<file path="src/core/adcc_pkg.sv">
package adcc_pkg;

  // Register byte addresses on the APB slave
  localparam logic [11:0] ADDR_CTRL   = 12'h000;
  localparam logic [11:0] ADDR_CLKCFG = 12'h004;
  localparam logic [11:0] ADDR_PINSEL = 12'h008;
  localparam logic [11:0] ADDR_RES_HI = 12'h00c;
  localparam logic [11:0] ADDR_RES_LO = 12'h010;

  // Field positions
  localparam int START_POS = 7;
  localparam int BUSY_POS  = 6;
  localparam int POWER_POS = 6;
  localparam int REF_POS   = 5;
  localparam int FIXED_POS = 7;

  // Values after reset
  localparam logic       START_RST = 1'b0;
  localparam logic       BUSY_RST  = 1'b1;
  localparam logic [3:0] CHSEL_RST = 4'h0;
  localparam logic       POWER_RST = 1'b0;
  localparam logic       REF_RST   = 1'b0;
  localparam logic [2:0] DIV_RST   = 3'h0;
  localparam logic [7:0] PIN_RST   = 8'h00;
  localparam logic       FIXED_ONE = 1'b1;

  // Converter clock divider codes
  localparam logic [2:0] DIV_BY2  = 3'h0;
  localparam logic [2:0] DIV_BY8  = 3'h1;
  localparam logic [2:0] DIV_BY32 = 3'h2;
  localparam logic [2:0] DIV_BY1  = 3'h4;
  localparam logic [2:0] DIV_BY4  = 3'h5;
  localparam logic [2:0] DIV_BY16 = 3'h6;

  // Channel select codes and analog source index in the mux select
  localparam logic [3:0] CH_OPA1  = 4'h6;
  localparam logic [3:0] CH_OPA2  = 4'h7;
  localparam logic [3:0] CH_AN6   = 4'h8;
  localparam logic [3:0] CH_AN7   = 4'h9;
  localparam int         OPA1_IDX = 8;
  localparam int         OPA2_IDX = 9;
  localparam int         SRC_NUM  = 10;

  // Pin select mask of the narrow variant
  localparam logic [7:0] PIN_MASK_NARROW = 8'h3f;

  // Conversion length in converter clock cycles
  localparam logic [4:0] CONV_CYCLES = 5'h10;

  typedef enum logic [1:0] {
    SEQ_IDLE,
    SEQ_HOLD,
    SEQ_RUN
  } adcc_seq_state_t;

endpackage : adcc_pkg

</file>
<file path="src/core/adcc_conv_if.sv">
interface adcc_conv_if;
  logic [2:0] div_code;
  logic       power_off;
  logic       conv_tick;
  logic       start_level;
  logic       busy;
  logic       done;
  logic       hold_reset;

  modport divider (
    input  div_code,
    input  power_off,
    output conv_tick
  );

  modport seq (
    input  conv_tick,
    input  start_level,
    output busy,
    output done,
    output hold_reset
  );

  modport ctrl (
    output div_code,
    output power_off,
    output start_level,
    input  conv_tick,
    input  busy,
    input  done,
    input  hold_reset
  );
endinterface : adcc_conv_if

</file>
<file path="src/core/adcc_clk_div.sv">
module adcc_clk_div (
  // Clock and reset
  input wire logic     pclk,
  input wire logic     presetn,
  // Divider controls and tick
  adcc_conv_if.divider cif
);
  import adcc_pkg::*;

  logic [4:0] count_reg;
  logic [4:0] count_next;
  logic       tick_reg;
  logic       tick_next;
  logic [4:0] ratio_m1;
  logic       div_valid;

  // Divide ratio minus one per code; undefined codes give no tick
  always_comb begin
    div_valid = 1'b1;
    case (cif.div_code)
      DIV_BY1:  ratio_m1 = 5'h00;
      DIV_BY2:  ratio_m1 = 5'h01;
      DIV_BY4:  ratio_m1 = 5'h03;
      DIV_BY8:  ratio_m1 = 5'h07;
      DIV_BY16: ratio_m1 = 5'h0f;
      DIV_BY32: ratio_m1 = 5'h1f;
      default: begin
        ratio_m1  = 5'h00;
        div_valid = 1'b0;
      end
    endcase
    if (!div_valid || cif.power_off) begin
      count_next = 5'h00;
      tick_next  = 1'b0;
    end else if (count_reg >= ratio_m1) begin
      count_next = 5'h00;
      tick_next  = 1'b1;
    end else begin
      count_next = count_reg + 5'h01;
      tick_next  = 1'b0;
    end
  end

  // Divider state
  always_ff @(posedge pclk or negedge presetn) begin
    if (!presetn) begin
      count_reg <= 5'h00;
      tick_reg  <= 1'b0;
    end else begin
      count_reg <= count_next;
      tick_reg  <= tick_next;
    end
  end

  assign cif.conv_tick = tick_reg;

  no_tick_undef_a: assert property (@(posedge pclk) disable iff (!presetn)
    (!div_valid || cif.power_off) |=> !tick_reg)
    else $error("converter tick with undefined code or power off");

  div_two_a: assert property (@(posedge pclk) disable iff (!presetn)
    (presetn && cif.div_code == DIV_BY2 && !cif.power_off)[*3]
      |-> tick_reg != $past(tick_reg))
    else $error("divide by two tick does not alternate");

endmodule : adcc_clk_div

</file>
<file path="src/core/adcc_conv_seq.sv">
module adcc_conv_seq (
  // Clock and reset
  input wire logic pclk,
  input wire logic presetn,
  // Start level, tick and status
  adcc_conv_if.seq cif
);
  import adcc_pkg::*;

  adcc_seq_state_t state_reg;
  adcc_seq_state_t state_next;
  logic [4:0]      cnt_reg;
  logic [4:0]      cnt_next;
  logic            busy_reg;
  logic            busy_next;
  logic            done_reg;
  logic            done_next;
  logic            prev_reg;
  logic            rise;
  logic            hold_reg;
  logic            hold_next;

  // Start bit edge: a rise resets the converter, the fall launches it
  always_comb begin
    rise       = cif.start_level && !prev_reg;
    state_next = state_reg;
    cnt_next   = cnt_reg;
    busy_next  = busy_reg;
    done_next  = 1'b0;
    if (rise) begin
      state_next = SEQ_HOLD;
      busy_next  = 1'b1;
    end else begin
      case (state_reg)
        SEQ_HOLD: begin
          if (!cif.start_level) begin
            state_next = SEQ_RUN;
            cnt_next   = 5'h00;
          end
        end
        SEQ_RUN: begin
          if (cif.conv_tick) begin
            if (cnt_reg == CONV_CYCLES - 5'h01) begin
              state_next = SEQ_IDLE;
              busy_next  = 1'b0;
              done_next  = 1'b1;
            end else begin
              cnt_next = cnt_reg + 5'h01;
            end
          end
        end
        default: begin
          state_next = SEQ_IDLE;
        end
      endcase
    end
    // Converter reset follows the hold state from a flop of its own
    hold_next = (state_next == SEQ_HOLD);
  end

  // Sequencer state
  always_ff @(posedge pclk or negedge presetn) begin
    if (!presetn) begin
      state_reg <= SEQ_IDLE;
      cnt_reg   <= 5'h00;
      busy_reg  <= BUSY_RST;
      done_reg  <= 1'b0;
      prev_reg  <= START_RST;
      hold_reg  <= 1'b0;
    end else begin
      state_reg <= state_next;
      cnt_reg   <= cnt_next;
      busy_reg  <= busy_next;
      done_reg  <= done_next;
      prev_reg  <= cif.start_level;
      hold_reg  <= hold_next;
    end
  end

  assign cif.busy       = busy_reg;
  assign cif.done       = done_reg;
  assign cif.hold_reset = hold_reg;

  rise_holds_a: assert property (@(posedge pclk) disable iff (!presetn)
    (cif.start_level && !prev_reg) |=> busy_reg && cif.hold_reset)
    else $error("start rise did not hold converter in reset");

  fall_starts_a: assert property (@(posedge pclk) disable iff (!presetn)
    (state_reg == SEQ_HOLD && !cif.start_level)
      |=> state_reg == SEQ_RUN && cnt_reg == 5'h00)
    else $error("start fall did not launch a conversion");

  end_clears_a: assert property (@(posedge pclk) disable iff (!presetn)
    (state_reg == SEQ_RUN && cif.conv_tick && !cif.start_level
      && cnt_reg == CONV_CYCLES - 5'h01)
      |=> done_reg && !busy_reg ##1 !done_reg)
    else $error("conversion end did not clear busy with one done pulse");

  run_busy_a: assert property (@(posedge pclk) disable iff (!presetn)
    (state_reg != SEQ_IDLE) |-> busy_reg)
    else $error("busy low during a conversion");

endmodule : adcc_conv_seq

</file>
<file path="src/core/adcc_top.sv">
module adcc_top #(
  parameter bit WIDE_VARIANT = 1'b1
) (
  // System clock and reset
  input  wire logic                     pclk,
  input  wire logic                     presetn,
  // APB slave
  input  wire logic                     psel,
  input  wire logic                     penable,
  input  wire logic                     pwrite,
  input  wire logic [11:0]              paddr,
  input  wire logic [31:0]              pwdata,
  output logic      [31:0]              prdata,
  output logic                          pready,
  output logic                          pslverr,
  // Conversion core
  input  wire logic [11:0]              conv_data,
  output logic                          conv_reset,
  output logic                          conv_clock_tick,
  output logic                          conv_done,
  output logic                          converter_power_off,
  output logic                          reference_select,
  // Analog routing and pins
  output logic [adcc_pkg::SRC_NUM-1:0]  source_select,
  output logic [7:0]                    analog_pin_enable,
  output logic [7:0]                    pullup_disconnect
);
  import adcc_pkg::*;

  adcc_conv_if cif ();

  // Register state
  logic              start_reg;
  logic              start_next;
  logic [3:0]        chsel_reg;
  logic [3:0]        chsel_next;
  logic              power_reg;
  logic              power_next;
  logic              ref_reg;
  logic              ref_next;
  logic [2:0]        div_reg;
  logic [2:0]        div_next;
  logic [7:0]        pin_reg;
  logic [7:0]        pin_next;
  logic [11:0]       result_reg;
  logic [11:0]       result_next;
  // Bus answer state
  logic              pready_reg;
  logic              pready_next;
  logic [31:0]       prdata_reg;
  logic [31:0]       prdata_next;
  logic              pslverr_reg;
  logic              pslverr_next;
  // Routing outputs
  logic [SRC_NUM-1:0] src_reg;
  logic [SRC_NUM-1:0] src_next;
  logic [7:0]        pullup_reg;
  // Decode helpers
  logic              access;
  logic              wr_en;
  logic              mapped;
  logic [7:0]        rdata;
  logic [3:0]        chsel_mask;
  logic [7:0]        pin_mask;
  logic [3:0]        chsel_eff;

  // Variant masks for channel and pin fields
  assign chsel_mask = WIDE_VARIANT ? 4'hf : 4'h7;
  assign pin_mask   = WIDE_VARIANT ? 8'hff : PIN_MASK_NARROW;
  assign chsel_eff  = chsel_reg & chsel_mask;

  // Submodules share the conversion interface
  assign cif.div_code    = div_reg;
  assign cif.power_off   = power_reg;
  assign cif.start_level = start_reg;

  // Converter clock divider
  adcc_clk_div u_div (
    .pclk    (pclk),
    .presetn (presetn),
    .cif     (cif)
  );

  // Conversion sequencer
  adcc_conv_seq u_seq (
    .pclk    (pclk),
    .presetn (presetn),
    .cif     (cif)
  );

  // APB phase decode, one wait state on every access
  assign access = psel && penable;
  assign wr_en  = access && pready_reg && pwrite;

  // Address decode and read data
  always_comb begin
    mapped = 1'b1;
    rdata  = 8'h00;
    if (paddr == ADDR_CTRL) begin
      rdata            = {4'h0, chsel_eff};
      rdata[START_POS] = start_reg;
      rdata[BUSY_POS]  = cif.busy;
    end else if (paddr == ADDR_CLKCFG) begin
      rdata            = {5'h00, div_reg};
      rdata[FIXED_POS] = FIXED_ONE;
      rdata[POWER_POS] = power_reg;
      rdata[REF_POS]   = ref_reg;
    end else if (paddr == ADDR_PINSEL) begin
      rdata = pin_reg & pin_mask;
    end else if (paddr == ADDR_RES_HI) begin
      rdata = result_reg[11:4];
    end else if (paddr == ADDR_RES_LO) begin
      rdata = {result_reg[3:0], 4'h0};
    end else begin
      mapped = 1'b0;
    end
  end

  // Bus answer: ready in the second access cycle, data and error with it
  always_comb begin
    pready_next  = access && !pready_reg;
    prdata_next  = prdata_reg;
    pslverr_next = 1'b0;
    if (pready_next) begin
      prdata_next  = pwrite ? 32'h0000_0000 : {24'h00_0000, rdata};
      pslverr_next = !mapped;
    end
  end

  always_ff @(posedge pclk or negedge presetn) begin
    if (!presetn) begin
      pready_reg  <= 1'b0;
      prdata_reg  <= 32'h0000_0000;
      pslverr_reg <= 1'b0;
    end else begin
      pready_reg  <= pready_next;
      prdata_reg  <= prdata_next;
      pslverr_reg <= pslverr_next;
    end
  end

  // Software register writes; read-only fields ignore writes
  always_comb begin
    start_next  = start_reg;
    chsel_next  = chsel_reg;
    power_next  = power_reg;
    ref_next    = ref_reg;
    div_next    = div_reg;
    pin_next    = pin_reg;
    result_next = result_reg;
    if (wr_en) begin
      if (paddr == ADDR_CTRL) begin
        start_next = pwdata[START_POS];
        chsel_next = pwdata[3:0] & chsel_mask;
      end else if (paddr == ADDR_CLKCFG) begin
        power_next = pwdata[POWER_POS];
        ref_next   = pwdata[REF_POS];
        div_next   = pwdata[2:0];
      end else if (paddr == ADDR_PINSEL) begin
        pin_next = pwdata[7:0] & pin_mask;
      end
    end
    if (cif.done) begin
      result_next = conv_data;
    end
  end

  always_ff @(posedge pclk or negedge presetn) begin
    if (!presetn) begin
      start_reg  <= START_RST;
      chsel_reg  <= CHSEL_RST;
      power_reg  <= POWER_RST;
      ref_reg    <= REF_RST;
      div_reg    <= DIV_RST;
      pin_reg    <= PIN_RST;
      result_reg <= 12'h000;
    end else begin
      start_reg  <= start_next;
      chsel_reg  <= chsel_next;
      power_reg  <= power_next;
      ref_reg    <= ref_next;
      div_reg    <= div_next;
      pin_reg    <= pin_next;
      result_reg <= result_next;
    end
  end

  // Analog source decode: one source at most, none for unused codes
  always_comb begin
    src_next = '0;
    if (chsel_eff <= 4'h5) begin
      src_next[chsel_eff[2:0]] = 1'b1;
    end else if (chsel_eff == CH_OPA1) begin
      src_next[OPA1_IDX] = 1'b1;
    end else if (chsel_eff == CH_OPA2) begin
      src_next[OPA2_IDX] = 1'b1;
    end else if (chsel_eff == CH_AN6) begin
      src_next[6] = 1'b1;
    end else if (chsel_eff == CH_AN7) begin
      src_next[7] = 1'b1;
    end
  end

  // Routing and pin function flops
  always_ff @(posedge pclk or negedge presetn) begin
    if (!presetn) begin
      src_reg    <= '0;
      pullup_reg <= PIN_RST;
    end else begin
      src_reg    <= src_next;
      pullup_reg <= pin_next;
    end
  end

  // Outputs, each straight from a flop
  assign prdata              = prdata_reg;
  assign pready              = pready_reg;
  assign pslverr             = pslverr_reg;
  assign conv_reset          = cif.hold_reset;
  assign conv_clock_tick     = cif.conv_tick;
  assign conv_done           = cif.done;
  assign converter_power_off = power_reg;
  assign reference_select    = ref_reg;
  assign source_select       = src_reg;
  assign analog_pin_enable   = pin_reg;
  assign pullup_disconnect   = pullup_reg;

  opa_route_a: assert property (@(posedge pclk) disable iff (!presetn)
    (chsel_eff == CH_OPA1 && $stable(chsel_eff))
      |=> src_reg[OPA1_IDX] && $countones(src_reg) == 1)
    else $error("op-amp 1 output not routed alone");

  wide_route_a: assert property (@(posedge pclk) disable iff (!presetn)
    (chsel_eff == CH_AN7) |=> src_reg[7] && $countones(src_reg) == 1)
    else $error("code nine did not route input seven");

  one_source_a: assert property (@(posedge pclk) disable iff (!presetn)
    $countones(src_reg) <= 1)
    else $error("more than one analog source connected");

  pin_write_a: assert property (@(posedge pclk) disable iff (!presetn)
    (wr_en && paddr == ADDR_PINSEL)
      |=> analog_pin_enable == ($past(pwdata[7:0]) & pin_mask))
    else $error("pin select write not applied");

  pullup_match_a: assert property (@(posedge pclk) disable iff (!presetn)
    pullup_disconnect == analog_pin_enable)
    else $error("pull-up not removed with analog pin");

  narrow_pins_a: assert property (@(posedge pclk) disable iff (!presetn)
    !WIDE_VARIANT |-> analog_pin_enable[7:6] == 2'b00)
    else $error("unimplemented pin select bits set");

  power_write_a: assert property (@(posedge pclk) disable iff (!presetn)
    (wr_en && paddr == ADDR_CLKCFG)
      |=> converter_power_off == $past(pwdata[POWER_POS])
        && reference_select == $past(pwdata[REF_POS]))
    else $error("power or reference bit not applied");

  cfg_read_a: assert property (@(posedge pclk) disable iff (!presetn)
    (access && !pready_reg && !pwrite && paddr == ADDR_CLKCFG)
      |=> pready && prdata[7] && prdata[4:3] == 2'b00)
    else $error("clock config fixed bits read wrong");

  ctrl_read_a: assert property (@(posedge pclk) disable iff (!presetn)
    (access && !pready_reg && !pwrite && paddr == ADDR_CTRL)
      |=> prdata[BUSY_POS] == $past(cif.busy) && prdata[5:4] == 2'b00
        && (WIDE_VARIANT || !prdata[3]))
    else $error("control register read wrong");

  result_load_a: assert property (@(posedge pclk) disable iff (!presetn)
    conv_done |=> result_reg == $past(conv_data))
    else $error("result not captured at conversion end");

  ctrl_set_a: assert property (@(posedge pclk) disable iff (!presetn)
    (wr_en && paddr == ADDR_CTRL)
      |=> start_reg == $past(pwdata[START_POS])
        && chsel_reg == ($past(pwdata[3:0]) & chsel_mask))
    else $error("control register write not applied");

  div_set_a: assert property (@(posedge pclk) disable iff (!presetn)
    (wr_en && paddr == ADDR_CLKCFG) |=> div_reg == $past(pwdata[2:0]))
    else $error("clock divider code not applied");

  res_low_a: assert property (@(posedge pclk) disable iff (!presetn)
    (access && !pready_reg && !pwrite && paddr == ADDR_RES_LO)
      |=> prdata[3:0] == 4'h0 && prdata[7:4] == $past(result_reg[3:0]))
    else $error("result low byte read wrong");

  src_none_a: assert property (@(posedge pclk) disable iff (!presetn)
    (chsel_eff > CH_AN7) |=> src_reg == '0)
    else $error("unused channel code connected a source");

endmodule : adcc_top

</file>
<file path="config.mk">
export PLATFORM = sky130hd
export DESIGN_NAME = adcc_top
export DESIGN_NICKNAME = d
export VERILOG_FILES = /design/src/core/adcc_pkg.sv /design/src/core/adcc_conv_if.sv /design/src/core/adcc_clk_div.sv /design/src/core/adcc_conv_seq.sv /design/src/core/adcc_top.sv
export SDC_FILE = /design/constraint.sdc
export NUM_CORES = 1
export LEC_CHECK = 0
export BUFFER_PORTS_ARGS = -buffer_cell sky130_fd_sc_hd__buf_2
export CORE_UTILIZATION = 50
export CTS_CLUSTER_SIZE = 12
export DETAILED_ROUTE_END_ITERATION = 8
export PLACE_DENSITY = 0.89
export SLEW_MARGIN = 20
export SYNTH_ARGS = -nofsm -noshare
export SYNTH_HDL_FRONTEND = slang
export SYNTH_SLANG_ARGS = --single-unit
</file>
<file path="constraint.sdc">
create_clock -name pclk -period 5.8 [get_ports pclk]
set_input_delay 0.87 -clock pclk [delete_from_list [all_inputs] [get_ports pclk]]
set_output_delay 0.87 -clock pclk [all_outputs]
set_load 0.005 [all_outputs]
</file>
### Word level (Yosys, flattened, before mapping)

Index checks and enable logic that the tools add are counted.

* add/sub/neg operators: 2
* order comparisons: 4
* equal/unequal tests: 20
* mux-type cells: 47
* bitwise gates (word level): 3
* reduce and logical (&&, ||, !) cells: 23

Operator list (count)
* 2-to-1 mux 8 bit: 6
* 2-to-1 mux 5 bit: 5
* one-hot mux 5 bit (5 select lines): 1
* == test 12 x 4 -> 1 bit (second input constant): 2
* 2-to-1 mux 1 bit: 24
* == test 12 x 3 -> 1 bit (second input constant): 1
* == test 12 x 5 -> 1 bit (second input constant): 1
* logical NOT 12 bit: 1
* 2-to-1 mux 2 bit: 6
* adder 5 x 1 -> 5 bit (second input constant): 2
* one-hot mux 5 bit (2 select lines): 1
* == test 3 bit (second input constant): 3
* == test 4 x 3 -> 1 bit (second input constant): 2
* == test 4 bit (second input constant): 2
* nonzero test 2 bit: 4
* logical AND 1 bit: 6
* 2-to-1 mux 6 bit: 1
* inequality test 2 bit (second input constant): 3
* AND reduction 3 bit: 2
* OR reduction 6 bit: 1
* == test 5 x 4 -> 1 bit (second input constant): 1
* >= comparator 5 bit: 1
* less-than comparator 3 x 5 -> 1 bit (second input constant): 1
* AND reduction 5 bit: 1
* other kinds (15): 21

* register bits after elaboration: 91
* logic and storage cells: 118

### Logic depth before layout (Yosys ltp)

Gate-level depths: netlist of the first run.

* depth in word-level cells: 8
* mapped depth: 8

### Modules after synthesis

Synthesis of the first run repeated with hierarchy kept, for this count alone.

* cell total of the unflattened synthesis: 320
* area, all modules: 3495.9 sq um

Modules (own cells, without submodules)
* adcc_top: instances 1, cells an instance 214, area an instance 2458.6 sq um, sequential area each 1251.2 sq um
* adcc_conv_seq: instances 1, cells an instance 60, area an instance 591.8 sq um, sequential area each 276.5 sq um
* adcc_clk_div: instances 1, cells an instance 46, area an instance 445.4 sq um, sequential area each 150.1 sq um

### Worst setup path after synthesis of the first run

No wires, ideal clock.

* path type: input to register
* start point: input port paddr[0]
* end point: register chsel_reg[3], in the netlist chsel_eff[3]
* arrival time: 2.136 ns
* path slack: 3.539 ns
* cell stages on the path: 5
* cells stage by stage: nor4_2 and3b_1 nand3_4 nor3_4 mux2_4

* cells in the longest elaborated chain, start to end: 2

RTL lines
* start: declaration: RTL line adcc_top.sv:11 `input wire logic [11:0] paddr,`
* logical NOT 12 bit: RTL line adcc_top.sv:152 `if (paddr == ADDR_CTRL) begin`
* AND reduction 2 bit (no source line)
* end signal: assignment: RTL line adcc_top.sv:179 `chsel_reg <= chsel_next;`
* end: declaration: RTL line adcc_top.sv:35 `logic [3:0] chsel_reg;`

No other way between the ends.
A chain may end at the register's enable or synchronous reset.

### Worst setup path in the final report of the first run

* start point: input port paddr[0]
* end point: register pullup_reg[0], in the netlist pullup_disconnect[0]

* cells in the longest elaborated chain, start to end: 3

RTL lines
* == test 12 x 3 -> 1 bit or logical NOT 12 bit (tied branches): RTL line adcc_top.sv:155, adcc_top.sv:152
* NOT 1 bit (no source line)
* AND reduction 4 bit (no source line) *
* end signal: assignment: RTL line adcc_top.sv:211 `pullup_reg <= pin_next;`
* end: declaration: RTL line adcc_top.sv:57 `logic [7:0] pullup_reg;`

Every way passes the cells marked *; elsewhere a longest branch is shown, timed or not.

==> run_results.csv, run 1 <==
group,metric,value,unit
timing,worst_pin_slew,0.875,ns
cts,cts_buffers,9,
synthesis,yosys_warnings,0,
routing,postRouteAntennaNets,0,
floorplanning,row_count,29,
floorplanning,coreArea,0.00646,sq mm
setup_path,cp.buffers_inverters,1,
routing,vias_per_cell,5.33,
synthesis,seq_area_frac_synth,49.2,%
global_routing,grt_pass1_wl,10.7,mm
floorplanning,die_w,84.6,um
cts,cts_hold_buf,0,
run,max_cap_violations,0,
pwr,ir_drop,250,uV
timing,finalCritPeriodShare,45.0,%
timing,final.min_clock_period,2.61,ns
cts,cts-root-buf,"clkbuf_8",
placed_design,hpwl,4.97,mm
setup_path,worstPathRequired,6.03,ns
synthesis,synth_edf_count,0,
setup_path,critPathLaunchType,"input port",
global_routing,grt-ovfl-total,0,
timing,relSlewSlack,41.5,%
cts,htree_levels,3,
cells_and_area,stdcell_area,0.00395,sq mm
synthesis,mappedNetlistArea,0.00341,sq mm
timing,clock.fmax,0.383,GHz
setup_path,cp_cell_sequence,"buf_2 > nor4_2 > and3b_1 > nand3_4 > nor2b_1 > mux2_1",
cts,path_clk_slew,0.07,ns
cells_and_area,antenna_cells,0,
routing,routedWlPerCell,14.9,um
timing,fin_skew,0.00858,ns
synthesis,syn_avg_cell_area,11.4,sq um
global_routing,grt_max_degree,68,
routing,vias,2399,
placed_design,portBuffers,77,
pwr,power.density,252,mW/mm^2
cts,insertion_delay,0.35,ns
floorplanning,dieArea,0.00716,sq mm
synthesis,ys.flop_type,"dfrtp_1",
setup_path,worst-path-max-fanout,8,
global_routing,grt_usage,19.7,%
setup_path,crit_arrival,2.84,ns
cells_and_area,final_nets,439,
timing,setup_tns,0,ns
setup_path,critPathTopFamily,"simple AND/OR/NAND/NOR gates",
setup_path,endpoint_kind,"flip-flop",
global_routing,antenna_found_initial,0,
hold_path,hp-class,"reg2reg",
cts,cts_setup_buffers,0,
status,status,"finished with violations",
setup_path,cpPeakStageDelay,0.71,ns
placed_design,place_congestion,0.836,
cells_and_area,multi_input_area,0.00150,sq mm
cts,clkSinkCount,67,
synthesis,synthDistinctLibCells,47,
global_routing,grt_pass1_vias,2266,
routing,wl,6.71,mm
synthesis,synthArstFlopShare,100,%
routing,first_iter_violations,120,
timing,rsz0062_at_grt,"false",
cts,clock_path_buffers,2,
routing,drc,1,
status,violations,"DRC",
routing,dr.pass1.iters,9,
cells_and_area,drive_above_1_share,34.6,%
setup_path,crit_slowest_cell,"nor2b_1",
floorplanning,start_util,52.8,%
floorplanning,die_h,84.6,um
floorplanning,ios,126,
cells_and_area,final-seq-area,0.00168,sq mm
placed_design,placed_cell_area,0.00370,sq mm
cells_and_area,largest_reg_flops,12,
cells_and_area,num-fill-cells,517,
cts,cts_tree,"built",
setup_path,path_class,"in2reg",
timing,hold_viol,0,
cts,cts_resized,0,
timing,final-setup-viol-count,0,
cells_and_area,area_delta_synth_final,15.8,%
synthesis,syn_inst,298,
timing,drv_slew,0,
pwr,leakage,2.06,nW
synthesis,yosys_register_bits,67,
-- per-layer routing --
layer	wire [um]	vias to the layer above	track usage, %	part of all wire (%)
li1	-	1130	-	-
met1	2860	1177	23.4	43
met2	3420	84	33.2	51
met3	344	8	6.78	5.1
met4	87	0	7.40	1.3
met5	0	-	0	0
-- path summary, 6_finish.rpt --
check                                        start                   end  slack, ns  depth (start not counted)
worst max-delay path                      paddr[0]  pullup_disconnect[0]       3.19                          6
worst min-delay path            u_div.count_reg[0]    u_div.count_reg[0]       0.49                          1
worst max register to register    u_seq.cnt_reg[0]      u_seq.cnt_reg[3]       3.63                          7
worst min register to register  u_div.count_reg[0]    u_div.count_reg[0]       0.49                          1
max in group asynchronous                  presetn             prdata[5]       4.57                          2
min in group asynchronous                  presetn          chsel_eff[0]       0.70                          2
-- synth_stat cells, types with 2 or more instances --
cell | number | share of area [%]
a21boi_0 | 2 | 0.44
a21o_1 | 2 | 0.44
a21oi_1 | 8 | 1.2
a22o_1 | 4 | 1.0
a22oi_1 | 2 | 0.44
a31oi_1 | 2 | 0.37
a32o_1 | 5 | 1.5
buf_2 | 2 | 0.29
buf_4 | 33 | 7.3
clkbuf_1 | 6 | 0.66
dfrtp_1 | 66 | 48
ha_1 | 10 | 3.7
inv_1 | 10 | 1.1
mux2_1 | 8 | 2.6
mux2_2 | 15 | 5.0
mux2_4 | 10 | 4.4
mux2i_1 | 3 | 0.88
mux4_2 | 3 | 2.0
nand2_1 | 18 | 2.0
nand2b_1 | 9 | 1.7
nand3_1 | 8 | 1.2
nor2_1 | 21 | 2.3
nor2b_1 | 5 | 0.92
nor3_1 | 6 | 0.88
nor3_4 | 2 | 0.95
nor3b_1 | 3 | 0.66
nor4_1 | 3 | 0.55
nor4_2 | 2 | 0.73
o21a_1 | 2 | 0.44
o21ai_0 | 4 | 0.59
o21ai_1 | 5 | 0.73
o22ai_1 | 3 | 0.55
xor2_1 | 2 | 0.51
-- through the flow --
step,total power [mW],hold WS [ns],utilization (%),setup WS [ns],instances
after floorplan,0.511,0.446,-,3.54,321
after global placement,0.524,0.470,57.3,2.89,434
after detailed placement,0.525,0.480,57.3,2.83,434
after CTS,1.00,0.490,61.2,3.16,450
after global routing,1.03,0.527,61.2,3.13,450
final,0.994,0.491,61.2,3.19,450
-- layout by cell type (no fill, tap or decap), types with 2 or more instances in the layout --
cell	synthesis	final
a21boi_0	2	2
a21o_1	2	2
a21oi_1	8	8
a22o_1	4	4
a22oi_1	2	2
a31oi_1	2	2
a32o_1	5	5
buf_2	2	77
bufinv_16	0	3
clkbuf_8	0	10
conb_1	1	24
dfrtp_1	66	66
ha_1	10	10
inv_1	10	10
mux2_1	8	8
mux2_2	15	15
mux2_4	10	10
mux2i_1	3	3
mux4_2	3	3
nand2_1	18	18
nand2b_1	9	9
nand3_1	8	8
nor2_1	21	21
nor2b_1	5	5
nor3_1	6	6
nor3_4	2	2
nor3b_1	3	3
nor4_1	3	3
nor4_2	2	2
o21a_1	2	2
o21ai_0	4	4
o21ai_1	5	5
o22ai_1	3	3
xor2_1	2	2
-- power breakdown --
| group | switching (mW) | internal (mW) |
|---|---|---|
| combinational | 0.0301 | 0.0162 |
| sequential | 0.00115 | 0.468 |
| clock | 0.181 | 0.298 |
| total | 0.212 | 0.782 |
-- cell families (layout without fill, tap and decap cells) --
| family | after synthesis | count (layout) | share of synthesized area [%] |
|---|---|---|---|
| xor gates and xnor gates | 3 | 3 | 0.770 |
| adders and majority gates | 10 | 10 | 3.67 |
| AOI/OAI and AO/OA | 41 | 41 | 8.14 |
| other | 1 | 24 | 0.110 |
| and+or+nand+nor | 85 | 85 | 13.9 |
| DFF | 67 | 67 | 49.2 |
| muxes | 39 | 39 | 14.9 |
| buffers and inverters | 52 | 104 | 9.42 |
-- layout make-up --
type | count | share of cell area [%]
clock buffers | 10 | 3.48
clock inverters | 6 | 2.82
flip-flops and latches | 67 | 42.5
repair buffers | 78 | 9.94
inverters | 10 | 0.950
multi-input cells | 202 | 37.9
well taps | 77 | 2.44
Power figures use the tool's default switching activity.
==> inputs of run 2 (changes only) <==
- clock period: 5.8 -> 2.65 ns (I/O delays scaled with it)
==> run_results.csv, run 2 (synthesis results as in run 1) <==
group,metric,value,unit
cts,cts_resized,0,
global_routing,grt_usage,20.9,%
cts,cts_hold_buf,0,
placed_design,hpwl,5.02,mm
pwr,power.density,498,mW/mm^2
cells_and_area,final_core_util,60.7,%
cts,cts_tree,"built",
placed_design,portBuffers,77,
placed_design,placed_cell_area,0.00373,sq mm
cells_and_area,stdcell_area,0.00392,sq mm
cells_and_area,antenna_cells,0,
timing,clock.fmax,0.464,GHz
cells_and_area,area_delta_synth_final,14.8,%
setup_path,worstPathRequired,2.88,ns
timing,relSlewSlack,54.0,%
routing,routedWlPerCell,15.0,um
timing,finalCritPeriodShare,81.3,%
routing,vias_per_cell,5.34,
routing,first_iter_violations,139,
cts,clock_path_buffers,2,
cells_and_area,drive_above_1_share,34.6,%
floorplanning,row_count,29,
pwr,ir_drop,410,uV
cts,clkSinkCount,67,
timing,final.min_clock_period,2.15,ns
timing,holdWs,0.0947,ns
timing,rsz0062_at_grt,"false",
placed_design,place_congestion,0.790,
placed_design,place_ws,0.555,ns
timing,final-setup-viol-count,0,
status,status,"finished clean",
timing,fin_skew,0.00567,ns
floorplanning,coreArea,0.00646,sq mm
pwr,switching_share,22.8,%
pwr,intPower,1.50,mW
cts,htree_levels,3,
cts,cts-root-buf,"clkbuf_8",
cells_and_area,largest_reg_flops,12,
setup_path,endpoint_kind,"flip-flop",
floorplanning,ios,126,
setup_path,worst-path-max-fanout,5,
global_routing,grt_pass1_wl,11.4,mm
timing,layout_setup_ws,0.496,ns
floorplanning,start_util,52.8,%
cells_and_area,final_cells,453,
routing,postRouteAntennaNets,0,
hold_path,hp-class,"in2async",
pwr,p_clk_share,42.0,%
routing,drc,0,
run,max_cap_violations,0,
cells_and_area,final_nets,442,
setup_path,crit_arrival,2.39,ns
cts,path_clk_slew,0.07,ns
floorplanning,dieArea,0.00716,sq mm
floorplanning,die_w,84.6,um
setup_path,path_class,"reg2reg",
global_routing,antenna_found_initial,0,
pwr,p_sw,0.445,mW
global_routing,grt_max_degree,33,
placed_design,place_inst,437,
timing,worst_pin_slew,0.689,ns
floorplanning,die_h,84.6,um
global_routing,grt-ovfl-total,0,
pwr,seqPwrFrac,52.7,%
cells_and_area,num-fill-cells,519,
routing,vias,2421,
cts,cts_setup_buffers,0,
routing,dr.pass1.iters,6,
setup_path,critPathLaunchType,"flip-flop",
pwr,combPwrFrac,5.3,%
timing,hold_viol,0,
routing,wl,6.81,mm
cts,insertion_delay,0.34,ns
global_routing,grt_pass1_vias,2374,
pwr,fin_total_pwr,1.95,mW
cells_and_area,mostFrequentLayoutCell,"buf_2",
cts,cts_buffers,9,
timing,drv_slew,0,
cells_and_area,layout_common_cells,"buf_2, dfrtp_1, conb_1",
timing,setup_tns,0,ns
pwr,leakage,2.05,nW
==> run 2: changes by cell type in the layout (fill, tap and decap cells not counted) <==
cell and change:
clkbuf_1 +2, clkinvlp_4 -1, bufinv_16 -3, buf_4 +3
inv_6 -1, clkbuf_8 +3
==> run 2: final cells by class <==
class                   instances  area (sq um)  share of cell area (%)
clock buffers                  15           186                    4.76
clock inverters                 1          5.00                   0.128
inverters                      10          37.5                   0.958
multi-input cells             202          1500                    38.3
flip-flops and latches         67          1680                    42.8
well taps                      77          96.3                    2.46
repair buffers                 81           415                    10.6
==> run 2: layer usage <==
metal  wire length (um)  vias to the layer above  global-route usage [%]
li1                   -                     1138                       -
met1               2900                     1179                    25.7
met2               3470                       96                    35.1
met3                332                        8                    5.60
met4                110                        0                    8.78
met5                  0                        -                       0
==> run 2: worst paths after layout <==
| kind | startpoint | to | slack [ns] | cells after the start |
|---|---|---|---|---|
| worst min-delay path | presetn | chsel_eff[1] | 0.09 | 1 |
| worst min register to register | prdata[7] | prdata[7] | 0.49 | 2 |
| worst max-delay path | u_seq.cnt_reg[0] | u_seq.cnt_reg[3] | 0.50 | 7 |
| worst max register to register | u_seq.cnt_reg[0] | u_seq.cnt_reg[3] | 0.50 | 7 |
| max in group asynchronous | presetn | u_seq.cif.busy | 1.80 | 2 |
| min in group pclk | pwdata[4] | pullup_disconnect[4] | 0.27 | 2 |
==> run 2: power groups by stage <==
| stage | sequential [mW] | combinational, mW | clock [mW] |
|---|---|---|---|
| 3_3_place_gp | 1.05 | 0.0998 | 0 |
| 2_1_floorplan | 1.05 | 0.0697 | 0 |
| 3_5_place_dp | 1.05 | 0.103 | 0 |
| 4_1_cts | 1.03 | 0.104 | 0.832 |
| 5_1_grt | 1.03 | 0.117 | 0.873 |
| 6_report | 1.03 | 0.103 | 0.818 |
==> run 2: worst max-delay path, cell delays in order, from the launching register on <==
cell and delay (ns):
dfrtp_1 0.41, ha_1 0.23, and3_1 0.15, ha_1 0.19, nand2b_1 0.14, a22oi_1 0.37
o21ai_1 0.26, a22o_1 0.28
==> inputs of run 3 (changes only) <==
- ABC_AREA: not set -> 1
- PLACE_DENSITY: 0.89 -> 0.88
- clock period: 2.65 -> 2.1 ns (I/O delays scaled with it)
==> run_results.csv, run 3 <==
group,metric,value,unit
run,max_cap_violations,0,
setup_path,cpPeakStageDelay,0.43,ns
cts,cts_tree,"built",
routing,dr.pass1.iters,4,
timing,rsz0062_at_grt,"false",
synthesis,synthArstFlopShare,100,%
cts,clkSinkCount,67,
routing,postRouteAntennaNets,0,
setup_path,cp_cell_sequence,"inv_1 > nor2_2 > a21oi_1 > ha_1 > a21oi_1 > o21a_1 > nand2_1 > a21oi_1 > nand2_2 > nor2_1",
setup_path,endpoint_kind,"flip-flop",
synthesis,synth_most_common_cell,"nand2_1",
pwr,power.density,609,mW/mm^2
setup_path,crit_slowest_cell,"dfrtp_1",
synthesis,ys.flop_type,"dfrtp_1",
timing,layout_setup_ws,0.239,ns
setup_path,worst-path-max-fanout,6,
synthesis,synth_edf_count,0,
cts,cts_buffers,9,
timing,hold_viol,0,
cells_and_area,final_nets,553,
timing,relSlewSlack,62.4,%
synthesis,mappedNetlistArea,0.00351,sq mm
timing,finalCritPeriodShare,88.6,%
pwr,leakage,2.31,nW
timing,clock.fmax,0.537,GHz
global_routing,grt_max_degree,45,
placed_design,hpwl,5.64,mm
cells_and_area,drive_above_1_share,27.0,%
cells_and_area,antenna_cells,0,
cells_and_area,largest_reg_flops,12,
cts,htree_levels,3,
cells_and_area,area_delta_synth_final,16.0,%
setup_path,critPathLaunchType,"flip-flop",
global_routing,grt_pass1_vias,2790,
synthesis,synth_area_leader_cell,"dfrtp_1",
floorplanning,die_h,85.8,um
cts,insertion_delay,0.34,ns
pwr,ir_drop,386,uV
routing,wl,7.49,mm
timing,drv_slew,0,
setup_path,path_class,"reg2reg",
synthesis,seq_area_frac_synth,47.8,%
setup_path,reg2reg_slack,0.24,ns
status,status,"finished clean",
routing,vias,2912,
cts,clock_path_buffers,2,
cts,cts-root-buf,"clkbuf_8",
floorplanning,ios,126,
synthesis,syn_avg_cell_area,8.72,sq um
routing,drc,0,
global_routing,grt_usage,22.2,%
cts,path_clk_slew,0.07,ns
synthesis,syn_inst,403,
cells_and_area,layout_common_cells,"nand2_1, buf_2, dfrtp_1",
floorplanning,coreArea,0.00679,sq mm
routing,vias_per_cell,5.00,
setup_path,cpMostUsedCell,"a21oi_1",
timing,final-setup-viol-count,0,
cells_and_area,mostFrequentLayoutCell,"nand2_1",
routing,first_iter_violations,140,
setup_path,crit_arrival,2.13,ns
global_routing,antenna_found_initial,0,
synthesis,netlist_top_cells_area,"dfrtp_1, nand2_1, buf_4, inv_1, nor2_1",
routing,routedWlPerCell,12.9,um
timing,final.min_clock_period,1.86,ns
placed_design,place_congestion,0.870,
timing,setup_tns,0,ns
synthesis,yosys_warnings,0,
synthesis,synth_top_area_share,47.0,%
placed_design,place_ws,0.196,ns
floorplanning,start_util,51.7,%
floorplanning,row_count,30,
global_routing,grt_pass1_wl,12.5,mm
synthesis,synthDistinctLibCells,30,
floorplanning,dieArea,0.00737,sq mm
placed_design,portBuffers,77,
synthesis,synth_common_cells,"nand2_1, dfrtp_1, inv_1, nor2_1, buf_4",
timing,worst_pin_slew,0.564,ns
synthesis,yosys_register_bits,67,
hold_path,hp-class,"in2reg",
floorplanning,die_w,85.8,um
setup_path,worstPathRequired,2.37,ns
timing,fin_skew,0.00666,ns
global_routing,grt-ovfl-total,0,
## run 3: cell types whose count changed after synthesis, sizes merged, moves of 7 or more
| cell | change |
|---|---|
| nand4 | +7 |
| inv | +40 |
| mux2 | -22 |
| o21ai | +19 |
| nand2 | +80 |
| nor2 | +24 |
| nand2b | -9 |
| nand3 | +16 |
## run 3: metal layers
layer / routed length, um / global-route usage, % / up-vias
met1: 3080 / 25.7 / 1407
met2: 3820 / 38.5 / 96
met5: 0 / 0 / -
met4: 269 / 12.6 / 0
met3: 326 / 4.62 / 27
li1: - / - / 1382
## run 3: critical path: cells and delay by family (launching register included)
kind	cells	cell delay, ns
compound gates	4	0.54
simple gates	4	0.43
flops	1	0.43
fa+ha+maj	1	0.32
buf+inv	1	0.07
## run 3: metrics by stage
stage	area, sq um	std cells	hold WS, ns	power (mW)	utilization (%)
floorplan	3600	426	0.0194	1.40	-
global placement	3860	566	0.331	1.44	56.9
detailed placement	3860	566	0.337	1.44	56.9
CTS	4070	582	0.170	2.50	59.9
global route	4080	582	0.194	2.57	60.0
finish	4080	582	0.177	2.48	60.0
## run 3: path summary, 6_finish.rpt
path,from,end,cells after the start
min in group asynchronous,presetn,u_seq.cnt_reg[3],2
worst max register to register,cif.div_code[1],u_div.count_reg[3],10
worst min register to register,prdata[0],prdata[0],2
worst max-delay path,cif.div_code[1],u_div.count_reg[3],10
worst min-delay path,conv_data[7],result_reg[7],3
max in group asynchronous,presetn,u_seq.cif.busy,3
## run 3: cell families after synthesis
group / synth area share [%]
and+or+nand+nor: 23.8
other: 0.107
DFF: 47.8
AOI/OAI and AO/OA: 6.98
buffers and inverters: 13.0
muxes: 3.81
xor gates and xnor gates: 0.997
adders and majority gates: 3.56
## run 3: where the power goes
group,total [mW],internal (mW),switching (mW),leakage [nW]
logic,0.125,0.0417,0.0832,1.30
clock network,1.06,0.606,0.455,0.0995
registers,1.29,1.29,0.00120,0.915
## run 3: area by class of cell
| type | instances | area [sq um] |
|---|---|---|
| fill | 569 | 2720 |
| sequential | 67 | 1680 |
| multi-input combinational | 274 | 1470 |
| timing repair buffer | 80 | 423 |
| inverter | 50 | 188 |
| clock buffer | 13 | 159 |
| tap | 96 | 120 |
| clock inverter | 2 | 35.0 |
## run 3: timing repair
| item | CTS | global route |
|---|---|---|
| endpoints found under the setup margin | 0 | 5 |
| resized for setup | 0 | 3 |
| buffers inserted | 0 | 0 |
| endpoints found under the hold margin | 23 | 0 |
| hold buffers | 1 | 0 |
